==> config.mk <==
export PLATFORM = sky130hd
export DESIGN_NAME = gpio_ports_six_seven_eight
export DESIGN_NICKNAME = d
export VERILOG_FILES = /design/src/shared/gpio_pkg.sv /design/src/hw/sync_two_flop.sv /design/src/hw/port8_pin_mux.sv /design/src/hw/gpio_ports_six_seven_eight.sv
export SDC_FILE = /design/constraint.sdc
export NUM_CORES = 1
export LEC_CHECK = 0
export BUFFER_PORTS_ARGS = -buffer_cell sky130_fd_sc_hd__buf_4
export CAP_MARGIN = 30
export CORE_ASPECT_RATIO = 0.6
export CORE_UTILIZATION = 52
export CTS_CLUSTER_DIAMETER = 40
export CTS_CLUSTER_SIZE = 12
export DETAILED_ROUTE_END_ITERATION = 10
export MAX_ROUTING_LAYER = met4
export PLACE_DENSITY = 0.83
export SYNTH_ARGS = -nofsm -noshare
export SYNTH_HDL_FRONTEND = slang
export SYNTH_SLANG_ARGS = --single-unit
export TNS_END_PERCENT = 5
==> constraint.sdc <==
create_clock -name hclk -period 4.7 [get_ports hclk]
set_input_delay 0.235 -clock hclk [delete_from_list [all_inputs] [get_ports hclk]]
set_output_delay 0.235 -clock hclk [all_outputs]
set_load 0.005 [all_outputs]
==> src/shared/gpio_pkg.sv <==
// shared constants and types for the port 6/7/8 gpio block
package gpio_pkg;
  localparam int PORT_W = 8;
  localparam int PORT7_W = 4;
  localparam int IDX_W = 16;
  localparam int IDX_LSB = 2;
  localparam int IDX_MSB = 17;
  localparam int HDATA_W = 32;
  localparam int SYNC_W = 22;
  localparam logic [IDX_W-1:0] PORT6_DIRECTION_IDX = 16'hFE89;
  localparam logic [IDX_W-1:0] PORT6_DATA_IDX = 16'hFE8B;
  localparam logic [IDX_W-1:0] PORT8_DIRECTION_IDX = 16'hFE8D;
  localparam logic [IDX_W-1:0] PORT7_INPUT_LEVEL_IDX = 16'hFE8E;
  localparam logic [IDX_W-1:0] PORT8_DATA_IDX = 16'hFE8F;
  localparam logic [PORT_W-1:0] DIRECTION_RESET = 8'h00;
  localparam logic [PORT_W-1:0] DATA_RESET = 8'h00;
  localparam logic [PORT_W-1:0] WRITE_ONLY_READ = 8'hFF;
  localparam logic [PORT_W-1:0] UNMAPPED_READ = 8'h00;
  localparam logic [3:0] PORT7_UPPER_READ = 4'h0;
  localparam logic [23:0] HRDATA_UPPER = 24'h000000;
  localparam logic [1:0] HRESP_OKAY = 2'h0;
  localparam int TX2_BIT = 7;
  localparam int RX2_BIT = 6;
  localparam int TX1_BIT = 5;
  localparam int RX1_BIT = 4;
  localparam int CLK2_BIT = 3;
  localparam int CLK1_BIT = 2;
  localparam int INT_COUNT = 4;
  typedef struct packed {
    logic sync_mode;
    logic serial_clock_src_hi;
    logic serial_clock_src_lo;
    logic transmit_allow;
    logic rx_allow;
  } serial_ctrl_word_type;
  typedef struct packed {
    logic [PORT_W-1:0] out;
    logic [PORT_W-1:0] oe;
  } pin_drive_type;
  typedef struct packed {
    logic rx2;
    logic rx1;
    logic clk2_in;
    logic clk1_in;
    logic [INT_COUNT-1:0] ext_int;
  } pin_route_type;
  typedef enum logic [2:0] {
    CLK_ROLE_ALT = 3'b001,
    CLK_ROLE_OUT = 3'b010,
    CLK_ROLE_IN = 3'b100
  } clock_role_type;
  typedef enum logic [2:0] {
    BUS_IDLE = 3'b001,
    BUS_WAIT = 3'b010,
    BUS_DONE = 3'b100
  } bus_state_type;
endpackage : gpio_pkg

==> src/hw/sync_two_flop.sv <==
// two flip-flop synchroniser for pin levels
`timescale 1ns/1ns
module sync_two_flop #(
  parameter int WIDTH = 1
) (
  input wire logic hclk,
  input wire logic hresetn,
  input wire logic [WIDTH-1:0] async_in,
  output logic [WIDTH-1:0] sync_out
);
  logic [WIDTH-1:0] stage_one;

  always_ff @(posedge hclk or negedge hresetn) begin
    if (!hresetn) begin
      stage_one <= '0;
      sync_out <= '0;
    end else begin
      stage_one <= async_in;
      sync_out <= stage_one;
    end
  end
endmodule : sync_two_flop

==> src/hw/port8_pin_mux.sv <==
// pin function selection for port 8
`timescale 1ns/1ns
module port8_pin_mux
  import gpio_pkg::*;
(
  input wire logic [gpio_pkg::PORT_W-1:0] direction,
  input wire logic [gpio_pkg::PORT_W-1:0] data,
  input wire gpio_pkg::serial_ctrl_word_type serial1_ctrl,
  input wire gpio_pkg::serial_ctrl_word_type serial2_ctrl,
  input wire logic serial1_tx,
  input wire logic serial2_tx,
  input wire logic serial1_clock_out,
  input wire logic serial2_clock_out,
  input wire logic [gpio_pkg::INT_COUNT-1:0] ext_int_pin_on,
  output gpio_pkg::pin_drive_type drive,
  output gpio_pkg::pin_route_type route
);
  clock_role_type role1;
  clock_role_type role2;

  // role of a serial clock pin from mode and clock source bits
  function automatic clock_role_type clock_role(input serial_ctrl_word_type c);
    if (!c.sync_mode && !c.serial_clock_src_hi && !c.serial_clock_src_lo) begin
      clock_role = CLK_ROLE_ALT;
    end else if (c.serial_clock_src_hi) begin
      clock_role = CLK_ROLE_IN;
    end else begin
      clock_role = CLK_ROLE_OUT;
    end
  endfunction : clock_role

  always_comb begin
    role1 = clock_role(serial1_ctrl);
    role2 = clock_role(serial2_ctrl);
    drive.out = data;
    drive.oe = direction;
    route = '0;
    if (serial2_ctrl.transmit_allow) begin
      drive.out[TX2_BIT] = serial2_tx;
      drive.oe[TX2_BIT] = 1'b1;
    end
    if (serial2_ctrl.rx_allow) begin
      drive.oe[RX2_BIT] = 1'b0;
      route.rx2 = 1'b1;
    end
    if (serial1_ctrl.transmit_allow) begin
      drive.out[TX1_BIT] = serial1_tx;
      drive.oe[TX1_BIT] = 1'b1;
    end
    if (serial1_ctrl.rx_allow) begin
      drive.oe[RX1_BIT] = 1'b0;
      route.rx1 = 1'b1;
    end
    case (role2)
      CLK_ROLE_OUT: begin
        drive.out[CLK2_BIT] = serial2_clock_out;
        drive.oe[CLK2_BIT] = 1'b1;
      end
      CLK_ROLE_IN: begin
        drive.oe[CLK2_BIT] = 1'b0;
        route.clk2_in = 1'b1;
      end
      default: begin
        if (ext_int_pin_on[3]) begin
          drive.oe[CLK2_BIT] = 1'b0;
          route.ext_int[3] = 1'b1;
        end
      end
    endcase
    case (role1)
      CLK_ROLE_OUT: begin
        drive.out[CLK1_BIT] = serial1_clock_out;
        drive.oe[CLK1_BIT] = 1'b1;
      end
      CLK_ROLE_IN: begin
        drive.oe[CLK1_BIT] = 1'b0;
        route.clk1_in = 1'b1;
      end
      default: begin
        if (ext_int_pin_on[2]) begin
          drive.oe[CLK1_BIT] = 1'b0;
          route.ext_int[2] = 1'b1;
        end
      end
    endcase
    if (ext_int_pin_on[1]) begin
      drive.oe[1] = 1'b0;
      route.ext_int[1] = 1'b1;
    end
    if (ext_int_pin_on[0]) begin
      drive.oe[0] = 1'b0;
      route.ext_int[0] = 1'b1;
    end
  end
endmodule : port8_pin_mux

==> src/hw/gpio_ports_six_seven_eight.sv <==
// top of the port 6/7/8 gpio block with its ahb-lite register slave
// Notes on behaviour
// - direction bit 1 drives data, 0 is input
// - direction registers read back all ones
// - direction clears on reset and hardware standby
// - software standby keeps direction and output drive
// - data registers clear on reset, hardware standby
// - data read: latch for outputs, pin for inputs
// - port 7 is four input-only pins
// - software standby returns port 8 to gpio
// - port 8 bit 7 is serial2 transmit
// - port 8 bit 6 is serial2 receive
// - port 8 bit 5 is serial1 transmit
// - port 8 bit 4 is serial1 receive
// - port 8 bit 3 is serial2 clock pin
// - bit 3 else external interrupt 3 or gpio
// - port 8 bit 2 is serial1 clock pin
// - bit 2 else external interrupt 2 or gpio
// - bit 1 external interrupt 1 when enabled
// - bit 0 external interrupt 0 when enabled
`timescale 1ns/1ns
module gpio_ports_six_seven_eight
  import gpio_pkg::*;
(
  input wire logic hclk,
  input wire logic hresetn,
  input wire logic hsel,
  input wire logic [31:0] haddr,
  input wire logic [1:0] htrans,
  input wire logic hwrite,
  input wire logic [2:0] hsize,
  input wire logic [gpio_pkg::HDATA_W-1:0] hwdata,
  input wire logic hready,
  output logic hreadyout,
  output logic [gpio_pkg::HDATA_W-1:0] hrdata,
  output logic [1:0] hresp,
  input wire logic hw_standby,
  input wire logic sw_standby,
  input wire logic [gpio_pkg::PORT_W-1:0] port6_in,
  input wire logic [gpio_pkg::PORT7_W-1:0] port7_in,
  input wire logic [gpio_pkg::PORT_W-1:0] port8_in,
  input wire gpio_pkg::serial_ctrl_word_type serial_unit_one,
  input wire gpio_pkg::serial_ctrl_word_type serial_unit_two,
  input wire logic serial1_tx_pin,
  input wire logic serial2_tx_pin,
  input wire logic serial1_clock_out,
  input wire logic serial2_clock_out,
  input wire logic [gpio_pkg::INT_COUNT-1:0] ext_int_pin_on,
  output gpio_pkg::pin_drive_type port6_drive,
  output gpio_pkg::pin_drive_type port8_drive,
  output logic serial1_rx_pin,
  output logic serial2_rx_pin,
  output logic serial1_clock_pin,
  output logic serial2_clock_pin,
  output logic [gpio_pkg::INT_COUNT-1:0] ext_int_n
);
  logic [SYNC_W-1:0] sync_raw;
  logic [SYNC_W-1:0] sync_level;
  logic [PORT_W-1:0] port6_level;
  logic [PORT7_W-1:0] port7_level;
  logic [PORT_W-1:0] port8_level;
  logic hw_standby_level;
  logic sw_standby_level;

  logic [PORT_W-1:0] port6_direction;
  logic [PORT_W-1:0] port6_data;
  logic [PORT_W-1:0] port8_direction;
  logic [PORT_W-1:0] port8_data;
  logic [PORT_W-1:0] next_port6_direction;
  logic [PORT_W-1:0] next_port6_data;
  logic [PORT_W-1:0] next_port8_direction;
  logic [PORT_W-1:0] next_port8_data;

  bus_state_type bus_state;
  bus_state_type next_bus_state;
  logic [IDX_W-1:0] addr_idx;
  logic [IDX_W-1:0] next_addr_idx;
  logic write_flag;
  logic next_write_flag;
  logic next_hreadyout;
  logic [HDATA_W-1:0] next_hrdata;
  logic [PORT_W-1:0] read_byte;
  logic addr_accept;
  logic write_commit;

  serial_ctrl_word_type serial1_live;
  serial_ctrl_word_type serial2_live;
  logic [INT_COUNT-1:0] ext_int_live;
  pin_drive_type port8_mux_drive;
  pin_route_type port8_route;
  pin_drive_type next_port6_drive;
  pin_drive_type next_port8_drive;
  logic next_serial1_rx_pin;
  logic next_serial2_rx_pin;
  logic next_serial1_clock_pin;
  logic next_serial2_clock_pin;
  logic [INT_COUNT-1:0] next_ext_int_n;

  // latch for output pins, pin level for input pins
  function automatic logic [PORT_W-1:0] merge_read(
    input logic [PORT_W-1:0] dir,
    input logic [PORT_W-1:0] latch,
    input logic [PORT_W-1:0] level
  );
    merge_read = (dir & latch) | (~dir & level);
  endfunction : merge_read

  assign sync_raw = {hw_standby, sw_standby, port8_in, port7_in, port6_in};

  sync_two_flop #(
    .WIDTH(SYNC_W)
  ) pin_sync (
    .hclk(hclk),
    .hresetn(hresetn),
    .async_in(sync_raw),
    .sync_out(sync_level)
  );

  assign port6_level = sync_level[PORT_W-1:0];
  assign port7_level = sync_level[PORT_W+PORT7_W-1:PORT_W];
  assign port8_level = sync_level[2*PORT_W+PORT7_W-1:PORT_W+PORT7_W];
  assign sw_standby_level = sync_level[SYNC_W-2];
  assign hw_standby_level = sync_level[SYNC_W-1];

  // serial and interrupt pin functions are masked off during software standby
  assign serial1_live = sw_standby_level ? '0 : serial_unit_one;
  assign serial2_live = sw_standby_level ? '0 : serial_unit_two;
  assign ext_int_live = sw_standby_level ? '0 : ext_int_pin_on;

  port8_pin_mux port8_select (
    .direction(port8_direction),
    .data(port8_data),
    .serial1_ctrl(serial1_live),
    .serial2_ctrl(serial2_live),
    .serial1_tx(serial1_tx_pin),
    .serial2_tx(serial2_tx_pin),
    .serial1_clock_out(serial1_clock_out),
    .serial2_clock_out(serial2_clock_out),
    .ext_int_pin_on(ext_int_live),
    .drive(port8_mux_drive),
    .route(port8_route)
  );

  // bus handshake: one wait cycle, then the answer
  assign addr_accept = hsel && htrans[1] && hready;
  assign write_commit = (bus_state == BUS_WAIT) && write_flag;

  always_comb begin
    next_bus_state = bus_state;
    next_addr_idx = addr_idx;
    next_write_flag = write_flag;
    next_hreadyout = hreadyout;
    case (bus_state)
      BUS_IDLE, BUS_DONE: begin
        if (addr_accept) begin
          next_bus_state = BUS_WAIT;
          next_addr_idx = haddr[IDX_MSB:IDX_LSB];
          next_write_flag = hwrite;
          next_hreadyout = 1'b0;
        end else begin
          next_bus_state = BUS_IDLE;
          next_hreadyout = 1'b1;
        end
      end
      BUS_WAIT: begin
        next_bus_state = BUS_DONE;
        next_hreadyout = 1'b1;
      end
      default: begin
        next_bus_state = BUS_IDLE;
        next_hreadyout = 1'b1;
      end
    endcase
  end

  // read mux, sampled in the wait cycle
  always_comb begin
    case (addr_idx)
      PORT6_DIRECTION_IDX: read_byte = WRITE_ONLY_READ;
      PORT8_DIRECTION_IDX: read_byte = WRITE_ONLY_READ;
      PORT6_DATA_IDX: read_byte = merge_read(port6_direction, port6_data, port6_level);
      PORT8_DATA_IDX: read_byte = merge_read(port8_direction, port8_data, port8_level);
      PORT7_INPUT_LEVEL_IDX: read_byte = {PORT7_UPPER_READ, port7_level};
      default: read_byte = UNMAPPED_READ;
    endcase
    if ((bus_state == BUS_WAIT) && !write_flag) begin
      next_hrdata = {HRDATA_UPPER, read_byte};
    end else begin
      next_hrdata = hrdata;
    end
  end

  always_ff @(posedge hclk or negedge hresetn) begin
    if (!hresetn) begin
      bus_state <= BUS_IDLE;
      addr_idx <= '0;
      write_flag <= 1'b0;
      hreadyout <= 1'b1;
      hrdata <= '0;
      hresp <= HRESP_OKAY;
    end else begin
      bus_state <= next_bus_state;
      addr_idx <= next_addr_idx;
      write_flag <= next_write_flag;
      hreadyout <= next_hreadyout;
      hrdata <= next_hrdata;
      hresp <= HRESP_OKAY;
    end
  end

  // port registers; port 7 has none, so writes there fall away
  always_comb begin
    next_port6_direction = port6_direction;
    next_port6_data = port6_data;
    next_port8_direction = port8_direction;
    next_port8_data = port8_data;
    if (hw_standby_level) begin
      next_port6_direction = DIRECTION_RESET;
      next_port8_direction = DIRECTION_RESET;
      next_port6_data = DATA_RESET;
      next_port8_data = DATA_RESET;
    end else if (write_commit) begin
      case (addr_idx)
        PORT6_DIRECTION_IDX: next_port6_direction = hwdata[PORT_W-1:0];
        PORT6_DATA_IDX: next_port6_data = hwdata[PORT_W-1:0];
        PORT8_DIRECTION_IDX: next_port8_direction = hwdata[PORT_W-1:0];
        PORT8_DATA_IDX: next_port8_data = hwdata[PORT_W-1:0];
        default: next_port6_data = port6_data;
      endcase
    end
  end

  always_ff @(posedge hclk or negedge hresetn) begin
    if (!hresetn) begin
      port6_direction <= DIRECTION_RESET;
      port8_direction <= DIRECTION_RESET;
      port6_data <= DATA_RESET;
      port8_data <= DATA_RESET;
    end else begin
      port6_direction <= next_port6_direction;
      port8_direction <= next_port8_direction;
      port6_data <= next_port6_data;
      port8_data <= next_port8_data;
    end
  end

  // pin drive and peripheral inputs; unrouted inputs idle high
  always_comb begin
    next_port6_drive.out = port6_data;
    next_port6_drive.oe = port6_direction;
    next_port8_drive = port8_mux_drive;
    next_serial1_rx_pin = port8_route.rx1 ? port8_level[RX1_BIT] : 1'b1;
    next_serial2_rx_pin = port8_route.rx2 ? port8_level[RX2_BIT] : 1'b1;
    next_serial1_clock_pin = port8_route.clk1_in ? port8_level[CLK1_BIT] : 1'b1;
    next_serial2_clock_pin = port8_route.clk2_in ? port8_level[CLK2_BIT] : 1'b1;
    for (int i = 0; i < INT_COUNT; i++) begin
      next_ext_int_n[i] = port8_route.ext_int[i] ? port8_level[i] : 1'b1;
    end
  end

  always_ff @(posedge hclk or negedge hresetn) begin
    if (!hresetn) begin
      port6_drive <= '0;
      port8_drive <= '0;
      serial1_rx_pin <= 1'b1;
      serial2_rx_pin <= 1'b1;
      serial1_clock_pin <= 1'b1;
      serial2_clock_pin <= 1'b1;
      ext_int_n <= '1;
    end else begin
      port6_drive <= next_port6_drive;
      port8_drive <= next_port8_drive;
      serial1_rx_pin <= next_serial1_rx_pin;
      serial2_rx_pin <= next_serial2_rx_pin;
      serial1_clock_pin <= next_serial1_clock_pin;
      serial2_clock_pin <= next_serial2_clock_pin;
      ext_int_n <= next_ext_int_n;
    end
  end
endmodule : gpio_ports_six_seven_eight

==> reports/metrics.yaml <==
status: "finished, final reports clean"
r2r_slack_ns: 2.43
setup_viol: 0
cp_max_fo: 8
path_clk_slew_ns: 0.06
grt_pass1_wl_um: 17800
fillCellCount: 651
diodes: 0
drive_above_1_share_pct: 35.8
cp-startpoint: "addr_idx[5]$_DFFE_PN0P_"
io_buffers: 118
avgRoutedWirePerCell_um: 16.6
leakage_nw: 3.43
cellPowerDensity_nw_per_um2: 421
cts_tree: "built"
async_flop_share_pct: 100
cts_setup_buffers: 0
cts_hold_buf: 27
cts_sinks: 145
clock-skew-final_ns: 0.00806
grt_pass1_vias: 3597
endpoint_kind: "flop"
comb_power_share_pct: 6.6
row_count: 28
syn-mean-instance-area_um2: 13.9
hp-class: "in -> reg"
critPathKind: "reg -> reg"
period_minus_slack_ns: 2.27
area_growth_pct: 34.8
fin_crit_sh_pct: 48.2
ys_ff_latch: 145
synth_common_cells: "dfrtp_1, nor2_1, mux2i_1"
drv_slew: 0
p_sw_mw: 0.639
setup_tns_ns: 0
ys_types: 44
ios: 189
multi_input_area_um2: 1560
p_int_mw: 2.42
gr-max-usage-layer: "met2"
drt-pass1-iter-count: 5
max_freq_mhz: 441
die-area_um2: 10800
met1_usage_pct: 29.6
r2r-start: "addr_idx[5]$_DFFE_PN0P_"
wirelength_um: 11500
cts-root-buf: "clkbuf_16"
crit_path_start_kind: "flop"
cp.arrival_ns: 2.54
numCtsBuffers: 17
yosys_warnings: 0
rsz0062_at_grt: "false"
antenna_found_initial: 0
drc: 0
synth_top_area_share_pct: 62.6
grt_overflow_total: 0
ant_nets: 0
ys.flop_type: "dfrtp_1"
crit_path_end: "port6_direction[1]$_DFFE_PN0P_"
die_y_um: 80.9
tightest_slew_ns: 0.934
clk_latency_ns: 0.41
gr-usage-met3_pct: 5.74
start_util_pct: 54.0
ctsResizeCount: 0
yosysMostFrequentCell: "dfrtp_1"
r2r-end: "port6_direction[1]$_DFFE_PN0P_"
fin_nets: 657
syn-cell-area_um2: 5390
vias: 3441
synth_edf_count: 0
dp.cells: 631
seqPwrFrac_pct: 44.5
synth_top_cell_by_area: "dfrtp_1"
post-dp-hpwl_um: 7510
gp_congestion: 0.774
coreArea_um2: 9980
ir_drop_uv: 312
met2_usage_pct: 37.3
cp.required_ns: 4.98
worstHoldStart: "serial_unit_two[0]"
clockPowerShare_pct: 48.9
htreeDepth: 4
timing.final.ws_setup_ns: 2.43
maxCapViolations: 0
regArea_um2: 3640
netlist_instances: 388
synthTopCellsByArea: "dfrtp_1, mux2i_1, mux2_2"
die_w_um: 133
drt_iter0_markers: 199
grt_max_degree: 99
ys_seq_area_share_pct: 67.5
max_slew_margin_pct: 37.3
vias_per_cell: 4.98
switching_share_pct: 20.9
grt_use_total_pct: 23.4
hold_viol: 0
place_ws_ns: 2.34
clockBufferDepth: 2
finalNonFillerCells: 691
power_mw: 3.06
reg2regPathDepth: 5
## cell usage in the layout, fill, tap and decap left out, types with 7 or more instances in the layout
cell type,count
buf_4,120
clkbuf_16,17
conb_1,26
dfrtp_1,135
dfstp_2,10
dlygate4sd3_1,27
inv_1,7
mux2_2,26
mux2i_1,38
nand2_1,19
nand3_1,7
nor2_1,41
o21ai_0,16
## worst max-delay path: stages (launching register included)
cell and delay, ns:
dfrtp_1 0.40, nor4b_4 0.42, nand4_4 0.22, nor4_4 0.74, mux2i_1 0.29, nor2_1 0.06
## worst min path at each step
stage          slack [ns]  cells after the start                              end
2_1_floorplan       -0.06                      0          addr_idx[0]$_DFFE_PN0P_
3_3_place_gp         0.33                      0  pin_sync.sync_out[20]$_DFF_PN0_
3_5_place_dp         0.33                      0   pin_sync.sync_out[2]$_DFF_PN0_
4_1_cts             0.008                      2         serial2_rx_pin$_DFF_PN1_
5_1_grt             0.009                      2         serial2_rx_pin$_DFF_PN1_
6_report             0.01                      2         serial2_rx_pin$_DFF_PN1_
## state kept, by name (all words and copies together) (netlist names)
name                cells
addr_idx               16
bus_state               3
pin_sync.stage_one     22
hrdata                  8
serial1_clock_pin       1
ext_int_n               4
port6_direction         8
pin_sync.sync_out      22
port8_drive            16
port8_direction         8
serial1_rx_pin          1
serial2_rx_pin          1
serial2_clock_pin       1
write_flag              1
hreadyout               1
port6_drive            16
port8_data              8
port6_data              8
## per-layer routing
metal  share of wire [%]  vias up
met5                   0        -
met4                 1.0        0
met3                 5.0       14
met2                  49      120
met1                  45     1715
li1                    -     1592
## logic make-up (layout without fill, tap and decap cells)
family                    Yosys count  in the layout  synth area share [%]
DFF                               145            145                  67.5
and+or+nand+nor                    97             97                  10.2
muxes                              64             64                  12.5
buffers and inverters              45            188                  5.43
AOI/OAI and AO/OA                  35             35                  4.18
other                               1             26                0.0695
xor gates and xnor gates            1              1                 0.162
## final cells by class
cell class | instances | share of cell area (%)
flip-flops and latches | 145 | 50.1
multi-input cells | 223 | 21.5
repair buffers | 149 | 16.6
clock buffers | 23 | 6.71
clock inverters | 9 | 2.44
well taps | 135 | 2.32
inverters | 7 | 0.361
## power by group through the flow
| stage | registers, mW | logic (mW) | clock network [mW] |
|---|---|---|---|
| floorplan | 1.36 | 0.117 | 0 |
| global placement | 1.38 | 0.174 | 0 |
| detailed placement | 1.39 | 0.180 | 0 |
| global route | 1.37 | 0.225 | 1.57 |
| finish | 1.36 | 0.203 | 1.49 |
| CTS | 1.36 | 0.200 | 1.51 |
## metrics by stage
step           hold WS, ns  area (um^2)  utilization, %
5_1_grt            0.00937         7270            72.8
3_5_place_dp         0.335         6310            63.2
3_3_place_gp         0.332         6310            63.2
4_1_cts            0.00813         7240            72.6
2_1_floorplan      -0.0606         5490               -
6_report            0.0116         7270            72.8
Note: power is estimated with default switching activity, not from simulation.
